[src/hw/pts_pkg.sv]
// package for the peripheral trigger sequencer control block
package pts_pkg;
    localparam logic [11:0] PTS_CST_OFS  = 12'h000;
    localparam logic [11:0] PTS_CON_OFS  = 12'h004;
    localparam logic [11:0] PTS_STAT_OFS = 12'h008;
    localparam logic [11:0] PTS_CLR_OFS  = 12'h00c;
    localparam logic [11:0] PTS_IEN_OFS  = 12'h010;
    localparam logic [11:0] PTS_LIM_OFS  = 12'h014;
    localparam logic [11:0] PTS_CMD_OFS  = 12'h018;
    localparam logic [15:0] PTS_CST_RST  = 16'h0000;
    localparam logic [15:0] PTS_CON_RST  = 16'h0000;
    localparam logic [15:0] PTS_CST_WMASK = 16'hb783;
    localparam logic [15:0] PTS_CON_WMASK = 16'hfff7;
    localparam int PTS_EN_BIT    = 15;
    localparam int PTS_SIDL_BIT  = 13;
    localparam int PTS_TOGL_BIT  = 12;
    localparam int PTS_SWT_BIT   = 10;
    localparam int PTS_SSEN_BIT  = 9;
    localparam int PTS_IVIS_BIT  = 8;
    localparam int PTS_STRT_BIT  = 7;
    localparam int PTS_WDTO_BIT  = 6;
    localparam int PTS_NOUT      = 4;
    localparam logic [9:0] PTS_WDT_BASE = 10'h004;
    // status bits: 0 watchdog timeout, 1 trigger emitted, 2 software trigger
    localparam int PTS_NEV = 3;
    typedef enum logic [2:0] {
        PTS_SRC_PERIPH = 3'b000,
        PTS_SRC_OSC    = 3'b001,
        PTS_SRC_CONV   = 3'b010,
        PTS_SRC_TMR1   = 3'b011,
        PTS_SRC_TMR2   = 3'b100,
        PTS_SRC_TMR3   = 3'b101
    } pts_src_t;
    typedef enum logic [1:0] {
        PTS_ST_IDLE = 2'b00,
        PTS_ST_RUN  = 2'b01,
        PTS_ST_WAIT = 2'b10,
        PTS_ST_STEP = 2'b11
    } pts_state_t;
    typedef enum logic [1:0] {
        PTS_CMD_EMIT  = 2'b00,
        PTS_CMD_WHI   = 2'b01,
        PTS_CMD_WLO   = 2'b10,
        PTS_CMD_STEP  = 2'b11
    } pts_cmd_t;
    typedef struct packed {
        logic     [2:0] src;
        logic     [4:0] div;
        logic     [3:0] pwd;
        logic           rsvd;
        logic     [2:0] wdt;
    } pts_con_t;
    typedef struct packed {
        pts_cmd_t       op;
        logic     [1:0] sel;
    } pts_cmd_word_t;
endpackage

[src/hw/pts_ctl.sv]
// control, status and timing logic of the trigger sequencer
`timescale 1ns/1ps
module pts_ctl (
    input  wire logic        pclk,
    input  wire logic        presetn,
    input  wire logic        clk_en,
    input  wire logic [11:0] paddr,
    input  wire logic        psel,
    input  wire logic        penable,
    input  wire logic        pwrite,
    input  wire logic [31:0] pwdata,
    output logic      [31:0] prdata,
    output logic             pready,
    output logic             pslverr,
    input  wire logic        device_idle,
    input  wire logic        oscillator_clock,
    input  wire logic        converter_conversion_clock,
    input  wire logic        timer1_clock,
    input  wire logic        timer2_clock,
    input  wire logic        timer3_clock,
    input  wire logic [3:0]  wait_input,
    output logic      [3:0]  trigger_output,
    output logic      [1:0]  input_wait_mode,
    output logic             single_step_mode,
    output logic             irq
);
    logic [15:0] cst_q;
    pts_pkg::pts_con_t con_q;
    logic [15:0] lim_q;
    pts_pkg::pts_cmd_word_t cmd_q;
    logic        cmd_valid_q;
    logic [2:0]  stat_q;
    logic [2:0]  ien_q;
    logic        wdto_q;
    // two-flop synchronisers for the foreign clock sources and wait inputs
    logic [8:0]  sync1_q;
    logic [8:0]  sync2_q;
    logic [8:0]  prev_q;
    logic        src_edge;
    logic [4:0]  div_cnt_q;
    logic        mod_tick;
    logic        active;
    logic        running;
    pts_pkg::pts_state_t state_q;
    logic [3:0]  pw_cnt_q [pts_pkg::PTS_NOUT];
    logic [3:0]  trig_q;
    logic [9:0]  wdt_cnt_q;
    logic [9:0]  wdt_limit;
    logic [15:0] delay_cnt_q;
    logic        wr;
    logic        rd;
    logic        swt_pulse;
    logic        emit_now;
    logic        clr_wr;
    logic [2:0]  ev;
    logic        wait_met;
    logic        wdt_expire;

    assign wr = psel & penable & pwrite & clk_en;
    assign rd = psel & ~penable & ~pwrite;
    assign clr_wr = wr && (paddr == pts_pkg::PTS_CLR_OFS);

    // bus answers in the access cycle while clk_en is high, no wait states
    always_ff @(posedge pclk or negedge presetn) begin
        if (!presetn) begin
            pready  <= 1'b0;
            pslverr <= 1'b0;
        end else if (clk_en) begin
            pready  <= psel & ~penable;
            pslverr <= 1'b0;
        end
    end

    always_ff @(posedge pclk or negedge presetn) begin
        if (!presetn) begin
            cst_q <= pts_pkg::PTS_CST_RST;
        end else if (wr && paddr == pts_pkg::PTS_CST_OFS) begin
            cst_q <= pwdata[15:0] & pts_pkg::PTS_CST_WMASK;
        end else if (clk_en) begin
            cst_q[pts_pkg::PTS_SWT_BIT] <= 1'b0; // self-clearing, zero write is harmless
        end
    end

    always_ff @(posedge pclk or negedge presetn) begin
        if (!presetn) begin
            con_q <= pts_pkg::PTS_CON_RST;
        end else if (wr && paddr == pts_pkg::PTS_CON_OFS) begin
            con_q <= pwdata[15:0] & pts_pkg::PTS_CON_WMASK;
        end
    end

    always_ff @(posedge pclk or negedge presetn) begin
        if (!presetn) begin
            lim_q <= 16'h0000;
            ien_q <= 3'h0;
        end else if (wr) begin
            if (paddr == pts_pkg::PTS_LIM_OFS) begin
                lim_q <= pwdata[15:0];
            end
            if (paddr == pts_pkg::PTS_IEN_OFS) begin
                ien_q <= pwdata[2:0];
            end
        end
    end

    assign swt_pulse = wr && paddr == pts_pkg::PTS_CST_OFS && pwdata[pts_pkg::PTS_SWT_BIT];

    always_ff @(posedge pclk or negedge presetn) begin
        if (!presetn) begin
            prdata <= 32'h0000_0000;
        end else if (clk_en && rd) begin
            case (paddr)
                pts_pkg::PTS_CST_OFS: prdata <= {16'h0000, cst_q[15:7], wdto_q, 4'h0, cst_q[1:0]};
                pts_pkg::PTS_CON_OFS: prdata <= {16'h0000, con_q};
                pts_pkg::PTS_STAT_OFS: prdata <= {29'h0, stat_q};
                pts_pkg::PTS_IEN_OFS: prdata <= {29'h0, ien_q};
                // live count or stored limit
                pts_pkg::PTS_LIM_OFS: prdata <= cst_q[pts_pkg::PTS_IVIS_BIT] ? {16'h0000, delay_cnt_q}
                                                                            : {16'h0000, lim_q};
                default: prdata <= 32'h0000_0000;
            endcase
        end
    end

    always_ff @(posedge pclk or negedge presetn) begin
        if (!presetn) begin
            sync1_q <= 9'h000;
            sync2_q <= 9'h000;
            prev_q  <= 9'h000;
        end else if (clk_en) begin
            sync1_q <= {wait_input, timer3_clock, timer2_clock, timer1_clock,
                        converter_conversion_clock, oscillator_clock};
            sync2_q <= sync1_q;
            prev_q  <= sync2_q;
        end
    end

    // source selection; peripheral clock is pclk itself
    always_comb begin
        case (con_q.src)
            pts_pkg::PTS_SRC_PERIPH: src_edge = 1'b1;
            pts_pkg::PTS_SRC_OSC:    src_edge = sync2_q[0] & ~prev_q[0];
            pts_pkg::PTS_SRC_CONV:   src_edge = sync2_q[1] & ~prev_q[1];
            pts_pkg::PTS_SRC_TMR1:   src_edge = sync2_q[2] & ~prev_q[2];
            pts_pkg::PTS_SRC_TMR2:   src_edge = sync2_q[3] & ~prev_q[3];
            pts_pkg::PTS_SRC_TMR3:   src_edge = sync2_q[4] & ~prev_q[4];
            default:                 src_edge = 1'b0; // reserved codes stop the clock
        endcase
    end

    assign active  = cst_q[pts_pkg::PTS_EN_BIT]
                   & ~(cst_q[pts_pkg::PTS_SIDL_BIT] & device_idle);

    always_ff @(posedge pclk or negedge presetn) begin
        if (!presetn) begin
            div_cnt_q <= 5'h00;
        end else if (clk_en) begin
            if (!active) begin
                div_cnt_q <= 5'h00;
            end else if (src_edge) begin
                div_cnt_q <= (div_cnt_q >= con_q.div) ? 5'h00 : div_cnt_q + 5'h01;
            end
        end
    end
    assign mod_tick = clk_en & active & src_edge & (div_cnt_q >= con_q.div);

    always_ff @(posedge pclk or negedge presetn) begin
        if (!presetn) begin
            cmd_q       <= '0;
            cmd_valid_q <= 1'b0;
        end else if (wr && paddr == pts_pkg::PTS_CMD_OFS) begin
            cmd_q       <= pwdata[3:0];
            cmd_valid_q <= 1'b1;
        end else if (mod_tick && cmd_valid_q && state_q != pts_pkg::PTS_ST_WAIT) begin
            cmd_valid_q <= (state_q == pts_pkg::PTS_ST_IDLE);
        end else if (mod_tick && state_q == pts_pkg::PTS_ST_WAIT && wait_met) begin
            cmd_valid_q <= 1'b0;
        end
    end

    assign running = cst_q[pts_pkg::PTS_STRT_BIT];

    // wait level selection: mode bit 0 inverts sense, the only user of the field
    always_comb begin
        case (cmd_q.op)
            pts_pkg::PTS_CMD_WHI: wait_met = sync2_q[5 + cmd_q.sel] ^ input_wait_mode[0];
            pts_pkg::PTS_CMD_WLO: wait_met = ~sync2_q[5 + cmd_q.sel] ^ input_wait_mode[0];
            default:              wait_met = 1'b1;
        endcase
    end

    always_ff @(posedge pclk or negedge presetn) begin
        if (!presetn) begin
            state_q <= pts_pkg::PTS_ST_IDLE;
        end else if (clk_en && (!active || !running)) begin
            state_q <= pts_pkg::PTS_ST_IDLE;
        end else if (mod_tick) begin
            case (state_q)
                pts_pkg::PTS_ST_IDLE: state_q <= pts_pkg::PTS_ST_RUN;
                pts_pkg::PTS_ST_RUN: begin
                    if (cmd_valid_q && (cmd_q.op == pts_pkg::PTS_CMD_WHI || cmd_q.op == pts_pkg::PTS_CMD_WLO)) begin
                        state_q <= pts_pkg::PTS_ST_WAIT;
                    end else if (cmd_valid_q && cst_q[pts_pkg::PTS_SSEN_BIT]) begin
                        state_q <= pts_pkg::PTS_ST_STEP;
                    end
                end
                pts_pkg::PTS_ST_WAIT: if (wait_met) state_q <= pts_pkg::PTS_ST_RUN;
                pts_pkg::PTS_ST_STEP: if (swt_pulse) state_q <= pts_pkg::PTS_ST_RUN;
                default: state_q <= pts_pkg::PTS_ST_IDLE;
            endcase
        end
    end

    // an emit runs on a module tick, or via software trigger of a step command
    assign emit_now = (mod_tick && state_q == pts_pkg::PTS_ST_RUN && cmd_valid_q
                       && cmd_q.op == pts_pkg::PTS_CMD_EMIT)
                    || (swt_pulse && active && cmd_valid_q && cmd_q.op == pts_pkg::PTS_CMD_STEP);

    generate
        for (genvar i = 0; i < pts_pkg::PTS_NOUT; i++) begin : g_out
            always_ff @(posedge pclk or negedge presetn) begin
                if (!presetn) begin
                    pw_cnt_q[i] <= 4'h0;
                    trig_q[i]   <= 1'b0;
                end else if (clk_en && !active) begin
                    pw_cnt_q[i] <= 4'h0;
                    trig_q[i]   <= 1'b0;
                end else if (emit_now && cmd_q.sel == 2'(i)) begin
                    if (cst_q[pts_pkg::PTS_TOGL_BIT]) begin
                        trig_q[i] <= ~trig_q[i];
                    end else begin
                        trig_q[i]   <= 1'b1;
                        pw_cnt_q[i] <= con_q.pwd;
                    end
                end else if (mod_tick && !cst_q[pts_pkg::PTS_TOGL_BIT] && trig_q[i]) begin
                    if (pw_cnt_q[i] == 4'h0) begin
                        trig_q[i] <= 1'b0;
                    end else begin
                        pw_cnt_q[i] <= pw_cnt_q[i] - 4'h1;
                    end
                end
            end
        end
    endgenerate

    assign wdt_limit = (con_q.wdt == 3'b000) ? 10'h000
                     : 10'(pts_pkg::PTS_WDT_BASE << con_q.wdt);

    always_ff @(posedge pclk or negedge presetn) begin
        if (!presetn) begin
            wdt_cnt_q <= 10'h000;
        end else if (clk_en && (!active || state_q != pts_pkg::PTS_ST_WAIT)) begin
            wdt_cnt_q <= 10'h000; // restart per command
        end else if (wdt_expire) begin
            wdt_cnt_q <= 10'h000;
        end else if (mod_tick && con_q.wdt != 3'b000) begin
            wdt_cnt_q <= wdt_cnt_q + 10'h001;
        end
    end

    assign wdt_expire = mod_tick && state_q == pts_pkg::PTS_ST_WAIT && con_q.wdt != 3'b000
                      && wdt_cnt_q + 10'h001 >= wdt_limit;

    // clearing via control write only; a same-cycle expiry wins
    always_ff @(posedge pclk or negedge presetn) begin
        if (!presetn) begin
            wdto_q <= 1'b0;
        end else if (wdt_expire) begin
            wdto_q <= 1'b1;
        end else if (wr && paddr == pts_pkg::PTS_CST_OFS && !pwdata[pts_pkg::PTS_WDTO_BIT]) begin
            wdto_q <= 1'b0;
        end
    end

    always_ff @(posedge pclk or negedge presetn) begin
        if (!presetn) begin
            delay_cnt_q <= 16'h0000;
        end else if (clk_en && (!active || state_q == pts_pkg::PTS_ST_IDLE)) begin
            delay_cnt_q <= 16'h0000;
        end else if (mod_tick) begin
            delay_cnt_q <= (delay_cnt_q == lim_q) ? 16'h0000 : delay_cnt_q + 16'h0001;
        end
    end

    assign ev = {swt_pulse, emit_now, wdt_expire};

    // set wins over a same-cycle clear
    always_ff @(posedge pclk or negedge presetn) begin
        if (!presetn) begin
            stat_q <= 3'h0;
        end else begin
            stat_q <= (stat_q & ~(clr_wr ? pwdata[2:0] : 3'h0)) | ev;
        end
    end

    always_ff @(posedge pclk or negedge presetn) begin
        if (!presetn) begin
            irq              <= 1'b0;
            trigger_output   <= 4'h0;
            input_wait_mode  <= 2'b00;
            single_step_mode <= 1'b0;
        end else if (clk_en) begin
            irq              <= |(stat_q & ien_q);
            trigger_output   <= trig_q;
            input_wait_mode  <= cst_q[1:0];
            single_step_mode <= cst_q[pts_pkg::PTS_SSEN_BIT];
        end
    end
endmodule

[config.mk]
export PLATFORM = sky130hd
export DESIGN_NAME = pts_ctl
export DESIGN_NICKNAME = d
export VERILOG_FILES = /design/src/hw/pts_pkg.sv /design/src/hw/pts_ctl.sv
export SDC_FILE = /design/constraint.sdc
export NUM_CORES = 1
export LEC_CHECK = 0
export ABC_AREA = 1
export BUFFER_PORTS_ARGS = -buffer_cell sky130_fd_sc_hd__buf_2
export CAP_MARGIN = 20
export CELL_PAD_IN_SITES_DETAIL_PLACEMENT = 1
export CELL_PAD_IN_SITES_GLOBAL_PLACEMENT = 1
export CORE_MARGIN = 2
export CORE_UTILIZATION = 47
export DETAILED_ROUTE_END_ITERATION = 6
export HOLD_SLACK_MARGIN = 0.1
export PLACE_DENSITY_LB_ADDON = 0.1
export SLEW_MARGIN = 20
export SYNTH_ARGS = -nofsm -noshare
export SYNTH_HDL_FRONTEND = slang
export SYNTH_SLANG_ARGS = --single-unit
export TNS_END_PERCENT = 5
[constraint.sdc]
create_clock -name pclk -period 7.05 [get_ports pclk]
set_input_delay 0 -clock pclk [delete_from_list [all_inputs] [get_ports pclk]]
set_output_delay 0 -clock pclk [all_outputs]
set_load 0.01 [all_outputs]
Yosys cells after proc, flatten, opt, wreduce, memory -nomap -nowiden --
Cells that the tools add are included. Widths: inputs -> output; s select.
Storage, ports and cells: register bits 169, logic and storage cells 264
Cells by class: mux-type cells 68, equality and inequality tests 34, bitwise logic cells 34, shift-type cells 1, add/subtract/negate cells 8, reduce and logical (&&, ||, !) cells 82, magnitude comparators 3
Operators with widths (number):
- $pmux 16 s5 | 1
- $mux 4 | 17
- $mux 16 | 4
- $mux 10 | 4
- $eq 12x5->1 const B | 3
- $logic_and 1x1->1 | 35
- $reduce_bool 3->1 | 11
- $ne 3x3->1 const B | 10
- $mux 1 | 28
- $eq 12x4->1 const B | 2
- $add 16x1->16 const B | 1
- $eq 16x16->1 | 1
- $logic_not 4->1 | 4
- $sub 4x1->4 const B | 4
- $and 1x1->1 | 15
- $mux 5 | 3
- $reduce_and 2->1 | 7
- $not 1->1 | 13
- $eq 12x3->1 const B | 1
- $eq 2x2->1 const B | 6
- $logic_not 12->1 | 1
- $mux 2 | 6
- $reduce_and 3->1 | 4
- $add 10x1->10 const B | 1
- other kinds (28) | 48

Depth between registers and ports, before layout --
Gate-level depths: netlist (run 1).
depth after elaboration 13, gate-level depth with buffers 15

Least setup slack after synthesis (run 1) --
No wires, ideal clock.
path kind register -> register, start point register wdt_cnt_q[0], end point register wdt_cnt_q[0], path slack 4.804 ns, path buffers 0, stages on the path, launching flop included 14, period minus slack after synthesis 2.246 ns, arrival 2.119 ns, path through dfrtp_1 ha_1 nand2_1 nor2_1 nand4_1 xnor2_1 ha_1 nand2_1 nor2_1 nand4_1 o2111ai_1 nand4_1 nand2_1 nor2_1
Between the ends: word-level cells in the longest chain between the ends 5, elaborated cells on any way between the ends 7, classes of those cells add/sub: 1; order compare: 1; mux: 3; reduce/logical: 2
RTL lines:
- start: declaration | line pts_ctl.sv:47 | logic [9:0] wdt_cnt_q;
- start signal: assignment | line pts_ctl.sv:257 | wdt_cnt_q <= wdt_cnt_q + 10'h001;
- $add 10x1->10 (*) | line pts_ctl.sv:257, pts_ctl.sv:262
- $ge 10x10->1 | line pts_ctl.sv:262 | && wdt_cnt_q + 10'h001 >= wdt_limit;
- $logic_and 1x1->1 | line pts_ctl.sv:262
- $mux 10 | line pts_ctl.sv:254 | end else if (wdt_expire) begin
- $mux 10 | line pts_ctl.sv:252 | end else if (clk_en && (!active || state_q != pts_pkg::PTS_ST_WAIT)) begin
Mark *: on every way between the ends. The rest lies on a longest branch, timed or not. The select of a mux whose other input is x is not followed. A chain may end at the register's enable or synchronous reset.

Final worst setup path (run 1) --
start point register wdt_cnt_q[0], end point register wdt_cnt_q[6]
The elaborated chain is that of the path after synthesis.

==> out/qor.log, run 1 <==
INFO  timing         setup_viol=0
INFO  cts            cts_repair_resize_count=0
INFO  logic_synthesis synth_top_flop_cell=dfrtp_1
INFO  logic_synthesis yosysSeqAreaShare=44.5%
INFO  worst_setup_path required=7.35ns
INFO  worst_setup_path worst_setup_path_start_kind=register
INFO  die            rows=49
INFO  drt            wl_per_cell=17.1microns
INFO  pwr            power.share.clock=43.8%
INFO  worst_setup_path worst-setup-path-type=register to register
INFO  hold_path      min_path_type=input pin to register
INFO  drt            detail_route.drc_violations=0
INFO  logic_synthesis post_synth_edffs=0
INFO  logic_synthesis post_synth_inst_count=1103
INFO  die            start_util=47.9%
INFO  timing         max_slew.worst_pin.slew=0.996ns
INFO  timing         max_clock_freq=340MHz
INFO  timing         finalHoldViolations=0
INFO  pwr            power.sequential.fraction=45.5%
INFO  timing         min_tclk_post_route=2.94ns
INFO  drt            routed_wirelength=24700microns
INFO  cts            worst_skew_pair.late_latency=0.43ns
INFO  global_route   wire_length_of_the_first_global_routing_pass=41400microns
INFO  cts            clock_tree.htree_level_count=4
INFO  final_layout   multi_input_area=4080squm
INFO  final_layout   ff_latch_area=3830squm
INFO  logic_synthesis synth_compound_gate_area_share=11.6%
INFO  die            ios=102
INFO  die            die_ar=19400squm
INFO  worst_setup_path worstPathCellList=ha_1, nand2_1, nor2_1, nand2_1, xor2_1, inv_1, ha_1, nand2_1, nor2_1, nand4_1, o2111ai_1, nand4_1, nand2_1, nor2_1
INFO  pwr            switchingPower=0.000571W
INFO  final_layout   post-route-util=55.8%
INFO  pwr            power_leakage=5.08nW
INFO  logic_synthesis combinational_family_with_the_most_area_after_synthesis=simple AND/OR/NAND/NOR gates
INFO  logic_synthesis mean_cell_area_of_the_mapped_netlist=7.81squm
INFO  worst_setup_path worst_path_bufs_invs=1
INFO  worst_setup_path timing.critical_path.max_delay_family=simple AND/OR/NAND/NOR gates
INFO  pwr            pwr-share-comb=10.7%
INFO  logic_synthesis share_of_the_synthesized_netlist_area_taken_by_xor_and_xnor_gates=3.46%
INFO  logic_synthesis synth.mux.area_fraction=0.479%
INFO  worst_setup_path largest_fanout_of_any_net_on_the_critical_path=10
INFO  logic_synthesis synthesis.area=8610squm
INFO  worst_setup_path critical-path-max-stage-delay=0.48ns
INFO  placement      post-dp-hpwl=17700microns
INFO  worst_setup_path crit_slowest_cell=dfrtp_1
INFO  logic_synthesis yosys.area.top_type_share=44.5%
INFO  placement      final_weighted_congestion_in_routability_driven_placement=0.825
INFO  global_route   globalRoute.totalOverflow=0
INFO  cts            clk_root_buffer_cell=clkbuf_16
INFO  logic_synthesis synth_cell_type_count=53
INFO  drt            ant_nets=0
INFO  worst_setup_path cp_capture_type=register
INFO  job            maxCapViolations=0
INFO  timing         final-max-slew-violation-count=0
INFO  global_route   grt_start_max_net_pins=89
INFO  logic_synthesis yosys.area_share.adder=4.36%
INFO  drt            detailedRoute.firstIterationViolations=514
INFO  drt            detailedRoute.firstPassIterationCount=5
INFO  final_layout   fillCellCount=2257
INFO  pwr            power_density_of_the_placed_cells=207nW/um^2
INFO  worst_setup_path cpMostUsedCell=nand2_1
INFO  global_route   grt_pass1_vias=7907
INFO  drt            viasPerCell=5.30
INFO  die            floorplan.core_area=18000squm
INFO  pwr            p_int=0.00150W
INFO  final_layout   nNetsFinal=1294
INFO  logic_synthesis synth_top_cell_by_area=dfrtp_1
INFO  timing         max-slew-margin-rel=33.5%
INFO  final_layout   drive_above_1_share=11.8%
INFO  cts            cts.clk_slew.worst_paths=0.07ns
INFO  drt            vias=7668
INFO  global_route   grt_usage=26.6%
INFO  cts            clock_tree.buffer_depth=2
INFO  cts            post-cts-setup-buffers=0
INFO  timing         clock-skew-final=0.0155ns
INFO  pwr            vdd_drop_max=0.179mV
INFO  logic_synthesis yosys.area_share.simple=26.7%
INFO  status         run_status=completed
INFO  die            die_height=139microns
INFO  pwr            swShare=27.5%
INFO  worst_setup_path cp_data_arrival_time=3.23ns
INFO  global_route   grt_antenna_before_repair=0
INFO  die            chipWidth=139microns
INFO  timing         fin_setup_tns=0ns
INFO  timing         final.period_utilization=41.7%
INFO  logic_synthesis synthTopCellsByArea=dfrtp_1 44%, nand2_1 14%, o21ai_0 5.8%
INFO  cts            cts_made_buffers=17
INFO  logic_synthesis synth-seq-cells=153
INFO  cts            tritoncts=built
INFO  logic_synthesis synth.yosys.warnings=0
INFO  cts            clock-sinks=153
INFO  final_layout   synthToLayoutAreaGrowth=16.4%
INFO  placement      placement.io_buffers=68
INFO  final_layout   antenna_cells=0
INFO  timing         rsz0062_at_grt=no
INFO  logic_synthesis postSynth.asyncResetShare=100%
==> cells in the mapped netlist (all sizes together) (17+ instances only) <==
cell,instances
nand2,321
dfrtp,153
inv,133
o21ai,113
nor2,92
nand3,69
a21oi,38
ha,30
buf,26
clkbuf,18
xnor2,17
xor2,17
==> flip-flops by register name, indices dropped and copies added, names as in the netlist, 3 cells and up <==
register and flops:
cmd_q 4, con_q 15, cst_q 9, delay_cnt_q 16
div_cnt_q 5, ien_q 3, lim_q 16, prdata 16
prev_q 5, pw_cnt_q 16, stat_q 3, sync1_q 9
sync2_q 9, trig_q 4, trigger_output 4, wdt_cnt_q 10
==> worst paths after layout <==
path	startpoint	to	slack [ns]	cells after the start
max	wdt_cnt_q[0]	wdt_cnt_q[6]	4.11	14
min	clk_en	sync2_q[0]	0.14	4
max reg2reg	wdt_cnt_q[0]	wdt_cnt_q[6]	4.11	14
min reg2reg	sync1_q[7]	sync1_q[7]	0.47	2
max in group asynchronous	presetn	cst_q[12]	5.42	3
min in group asynchronous	presetn	wdt_cnt_q[5]	0.25	2
==> logic make-up (layout without fill, tap and decap cells) <==
kind of cell | Yosys count | in the layout
other | 1 | 17
buffers and inverters | 178 | 276
xor gates and xnor gates | 34 | 34
and+or+nand+nor | 519 | 519
adders and majority gates | 30 | 30
DFF | 153 | 153
AOI/OAI and AO/OA | 184 | 184
muxes | 4 | 4
==> power by group through the flow <==
stage                     Combinational (W)  Sequential (W)  Clock [W]
after floorplan                    0.000138        0.000953          0
after global placement             0.000197        0.000958          0
after detailed placement           0.000205        0.000959          0
after CTS                          0.000223        0.000943   0.000926
after global routing               0.000256        0.000948   0.000957
final                              0.000221        0.000944   0.000909
==> stage by stage <==
stage / hold WS, ns / std cells / total power (W) / setup WS (ns) / cell area (sq um)
6_report: 0.144 / 1446 / 0.00207 / 4.11 / 10000
5_1_grt: 0.161 / 1446 / 0.00216 / 3.84 / 10000
4_1_cts: 0.130 / 1446 / 0.00209 / 4.07 / 10000
3_5_place_dp: 0.137 / 1377 / 0.00116 / 3.98 / 9080
3_3_place_gp: 0.139 / 1377 / 0.00116 / 4.04 / 9080
2_1_floorplan: -0.296 / 1119 / 0.00109 / 4.80 / 8670
==> metal layers <==
layer	global-route usage (%)	part of all wire, %
met5	0	0
met4	6.54	1.5
met3	4.51	3.4
met2	43.1	48
met1	37.5	48
==> placed cells by master (no fill, tap or decap), drive strengths merged, types with 19 or more instances in the layout <==
cell           n
clkbuf        19
buf           73
inv          139
dfrtp        153
ha            30
o21ai        113
nand2        321
nor2          92
a21oi         38
nand3         69
dlygate4sd3   37
==> area by class of cell <==
cell class	instances	share of cell area, %
timing repair buffer	110	7.52
inverter	134	5.04
multi-input combinational	788	40.7
tap	229	2.86
clock inverter	13	1.32
clock buffer	19	4.42
sequential	153	38.2
==> tightest hold or removal path: stages <==
cell and delay, ns:
buf_2 0.10, buf_4 0.26, nand2_1 0.11, nand2_1 0.04
==> timing repair <==
| item | 4_1_cts | 5_1_grt |
|---|---|---|
| hold buffers | 37 | 0 |
| endpoints found under the setup margin | 0 | 0 |
| hold endpoints to repair | 153 | 0 |
No activity file was read; power rests on OpenSTA's default activity.
==> run 2, diff against run 1 <==
- ABC_AREA: 1 -> 0
- CORE_UTILIZATION: 47 -> 46
- clock period: 7.05 -> 2.8 ns (I/O delays scaled with it)
==> run 2 against run 1 <==
  * Die area hardly changed
  * First-iteration DRC count fell by 14%
  * Via count down 9.8%
  * Synthesized cell count down 25%
  * Combinational power is 110% higher
  * Design area shrank 0.31%
  * Routed wire length up 1.3%
  * Total power increased by 140%
  * Core utilization is 0.17 points lower
  * Sequential share of layout area is 0.12 points higher
  * Critical endpoint is now pw_cnt_q[8]
  * Largest power group unchanged
==> out/qor.log, run 2 <==
INFO  placement      dp.cells=1118 [-19%]
INFO  final_layout   ff_latch_area=3830squm [unchanged]
INFO  logic_synthesis synth.yosys.warnings=0 [unchanged]
INFO  drt            ant_nets=0 [unchanged]
INFO  placement      worst_setup_slack_after_placement=0.103ns [-3.88 ns]
INFO  worst_setup_path r2r-end=pw_cnt_q[8]
INFO  worst_setup_path cp_data_arrival_time=2.96ns [-0.27 ns]
INFO  final_layout   layout_common_cells=153 x dfrtp_1, 83 x nand2_1, 72 x mux2_2, 67 x buf_2, 63 x nor2_1
INFO  logic_synthesis synth_top_flop_cell=dfrtp_1
INFO  placement      post-dp-hpwl=18500microns [+4.0%]
INFO  die            rows=49 [unchanged]
INFO  cts            tritoncts=built
INFO  die            floorplan.core_area=18000squm [unchanged]
INFO  logic_synthesis synth_top_cell_by_area=dfrtp_1
INFO  logic_synthesis post_synth_edffs=0 [unchanged]
INFO  global_route   globalRoute.totalOverflow=0 [unchanged]
INFO  logic_synthesis synth-seq-cells=153 [unchanged]
INFO  drt            detailedRoute.firstIterationViolations=440 [-14%]
INFO  timing         max_clock_freq=378MHz [+11%]
INFO  worst_setup_path crit_start=con_q[13]
INFO  drt            viasPerCell=5.86 [+11%]
INFO  worst_setup_path cp_capture_type=register
INFO  drt            wl_per_cell=21.2microns [+24%]
INFO  worst_setup_path worst-setup-path-type=register to register
INFO  timing         setup_viol=0 [unchanged]
INFO  die            die_height=139microns [about the same]
INFO  global_route   grt_start_max_net_pins=76 [-15%]
INFO  timing         final.period_utilization=94.4% [+53 points]
INFO  timing         max_slew.worst_pin.slew=0.753ns [-0.243 ns]
INFO  placement      placedInstanceArea=9100squm [+0.23%]
INFO  die            start_util=46.9% [-1.1 points]
INFO  global_route   grt_antenna_before_repair=0 [unchanged]
INFO  final_layout   synthToLayoutAreaGrowth=18.7%
INFO  final_layout   finalNonFillerCells=1180 [-18%]
INFO  drt            detail_route.drc_violations=0 [unchanged]
INFO  logic_synthesis synth_top_cells_by_count=153 x dfrtp_1, 83 x nand2_1, 72 x mux2_2
INFO  worst_setup_path worst_setup_path_endpoint=pw_cnt_q[8]
INFO  logic_synthesis yosysSeqAreaShare=45.4% [+1.0 points]
INFO  global_route   wire_length_of_the_first_global_routing_pass=40700microns [-1.6%]
INFO  pwr            vdd_drop_max=0.445mV [+150%]
INFO  status         run_status=completed
INFO  job            maxCapViolations=0 [unchanged]
INFO  cts            clk_root_buffer_cell=clkbuf_16
INFO  logic_synthesis mean_cell_area_of_the_mapped_netlist=10.2squm [+31%]
INFO  logic_synthesis synthesis.area=8420squm [-2.2%]
INFO  die            ios=102 [unchanged]
INFO  logic_synthesis post_synth_inst_count=822 [-25%]
INFO  pwr            power_density_of_the_placed_cells=507nW/um^2 [+150%]
INFO  timing         finalHoldViolations=0 [unchanged]
INFO  placement      final_weighted_congestion_in_routability_driven_placement=0.848 [+2.8%]
INFO  final_layout   drive_above_1_share=24.2% [+12 points]
INFO  logic_synthesis synthTopCellsByArea=dfrtp_1 45%, mux2_2 9.6%, ha_1 4.5%
INFO  pwr            power_leakage=4.73nW [-7.0%]
INFO  die            die_ar=19400squm [about the same]
INFO  cts            cts_made_buffers=17 [unchanged]
INFO  cts            worst_skew_pair.late_latency=0.43ns [about the same]
INFO  timing         fin_setup_tns=0ns [unchanged]
INFO  drt            detailedRoute.firstPassIterationCount=5 [unchanged]
INFO  worst_setup_path timing.reg2reg.setup_slack=0.16ns [-3.95 ns]
INFO  global_route   grt_pass1_vias=7435 [-6.0%]
INFO  timing         max-slew-margin-rel=49.4% [+16 points]
INFO  drt            routed_wirelength=25000microns [+1.3%]
INFO  timing         final-max-slew-violation-count=0 [unchanged]
INFO  final_layout   layout_commonest_cell=dfrtp_1
INFO  cts            cts.clk_slew.worst_paths=0.07ns [about the same]
INFO  final_layout   layout_cell_area_excl_fill=10000squm [-0.31%]
INFO  logic_synthesis synthMostInstantiatedCell=dfrtp_1
INFO  final_layout   antenna_cells=0 [unchanged]
INFO  global_route   grt_usage=26.6% [-0.042 points]
INFO  final_layout   post-route-util=55.7% [-0.17 points]
INFO  hold_path      min_path_type=input pin to register
INFO  final_layout   fillCellCount=1979 [-12%]
INFO  cts            post-cts-setup-buffers=0 [unchanged]
INFO  worst_setup_path reg2reg_from=con_q[13]
INFO  worst_setup_path largest_fanout_of_any_net_on_the_critical_path=7 [-3]
INFO  drt            vias=6918 [-9.8%]
INFO  final_layout   nNetsFinal=1028 [-21%]
INFO  worst_setup_path worst-r2r-cell-count=9 [-5]
INFO  cts            clock_tree.buffer_depth=2 [unchanged]
INFO  timing         final.setup.worst_slack=0.157ns [-3.95 ns]
INFO  timing         clock-skew-final=0.00608ns [-0.00945 ns]
INFO  worst_setup_path worst_setup_path_start_kind=register
INFO  worst_setup_path required=3.12ns [-4.23 ns]
INFO  logic_synthesis yosys.area.top_type_share=45.4% [+1.0 points]
INFO  placement      placement.io_buffers=68 [unchanged]
INFO  timing         min_tclk_post_route=2.64ns [-0.295 ns]
INFO  logic_synthesis synth_cell_type_count=76 [+43%]
INFO  logic_synthesis postSynth.asyncResetShare=100% [unchanged]
INFO  cts            clock_tree.htree_level_count=4 [unchanged]
INFO  cts            clock-sinks=153 [unchanged]
INFO  timing         rsz0062_at_grt=yes
INFO  final_layout   multi_input_area=4290squm [+5.2%]
INFO  die            chipWidth=139microns [about the same]
run 2: cell types whose count changed after synthesis, sizes merged, moves of 9 or more:
cell | previous run | this run
xor2 | 17 | 26
o21ai | 113 | 61
nand3 | 69 | 28
o22ai | 15 | 2
and3 | 0 | 12
nand2 | 321 | 83
nor2 | 92 | 65
inv | 133 | 26
mux2 | 1 | 74
a21oi | 38 | 20
a22oi | 0 | 9
mux2i | 3 | 18
a31oi | 1 | 10
run 2: final cells by class:
cell class                 count  area share, %
clock inverter                15           1.41
inverter                      26          0.976
tap                          229           2.87
clock buffer                  17           4.25
sequential                   153           38.3
timing repair buffer         134           9.30
multi-input combinational    606           42.9
run 2: worst min-delay path by stage:
stage	depth (start not counted)	slack [ns]	startpoint	to
3_3_place_gp	1	0.08	presetn	prdata[11]
6_report	7	0.15	paddr[5]	stat_q[2]
4_1_cts	7	0.13	paddr[6]	stat_q[2]
3_5_place_dp	1	0.08	presetn	prdata[11]
5_1_grt	3	0.18	paddr[2]	prdata[10]
2_1_floorplan	0	-0.30	presetn	cmd_q[0]
run 2: cell families (layout without fill, tap and decap cells):
family | after synthesis | count (layout) | synth area share [%]
other | 1 | 17 | 0.0445
adders and majority gates | 30 | 30 | 4.46
and+or+nand+nor | 266 | 266 | 15.8
buffers and inverters | 79 | 192 | 4.72
xor gates and xnor gates | 38 | 38 | 3.95
DFF | 153 | 153 | 45.4
AOI/OAI and AO/OA | 161 | 161 | 12.9
muxes | 94 | 94 | 12.7
run 2: through the flow:
stage / total power, W / hold WS, ns
detailed placement: 0.00282 / 0.0830
CTS: 0.00511 / 0.134
finish: 0.00507 / 0.151
global route: 0.00527 / 0.181
global placement: 0.00278 / 0.0760
floorplan: 0.00263 / -0.296
run 2: metal layers:
metal | wire length, microns | up-vias | global-route usage, %
li1 | - | 3162 | -
met1 | 11100 | 3537 | 35.9
met2 | 12200 | 172 | 43.5
met3 | 1020 | 47 | 4.40
met4 | 665 | 0 | 9.41
met5 | 0 | - | 0
run 2: worst max-delay path: stages, from the launching register on:
cell and delay [ns]:
dfrtp_1 0.46, or4b_1 0.56, nand3_2 0.12, nand4bb_1 0.20
buf_4 0.26, nor2_4 0.16, buf_4 0.17, nand3_1 0.08
nand2_1 0.19, mux2_4 0.32
run 2: power by group:
group | internal [W] | switching, W | leakage, nW
sequential | 0.00230 | 0.0000573 | 2.01
combinational | 0.000201 | 0.000255 | 2.46
clock | 0.00124 | 0.00102 | 0.260
total | 0.00374 | 0.00133 | 4.73
run 2: repair_timing:
action,in CTS,in global routing
endpoints found under the hold margin,137,0
setup endpoints to repair,0,30
gates resized for setup,0,7
hold buffers,30,0
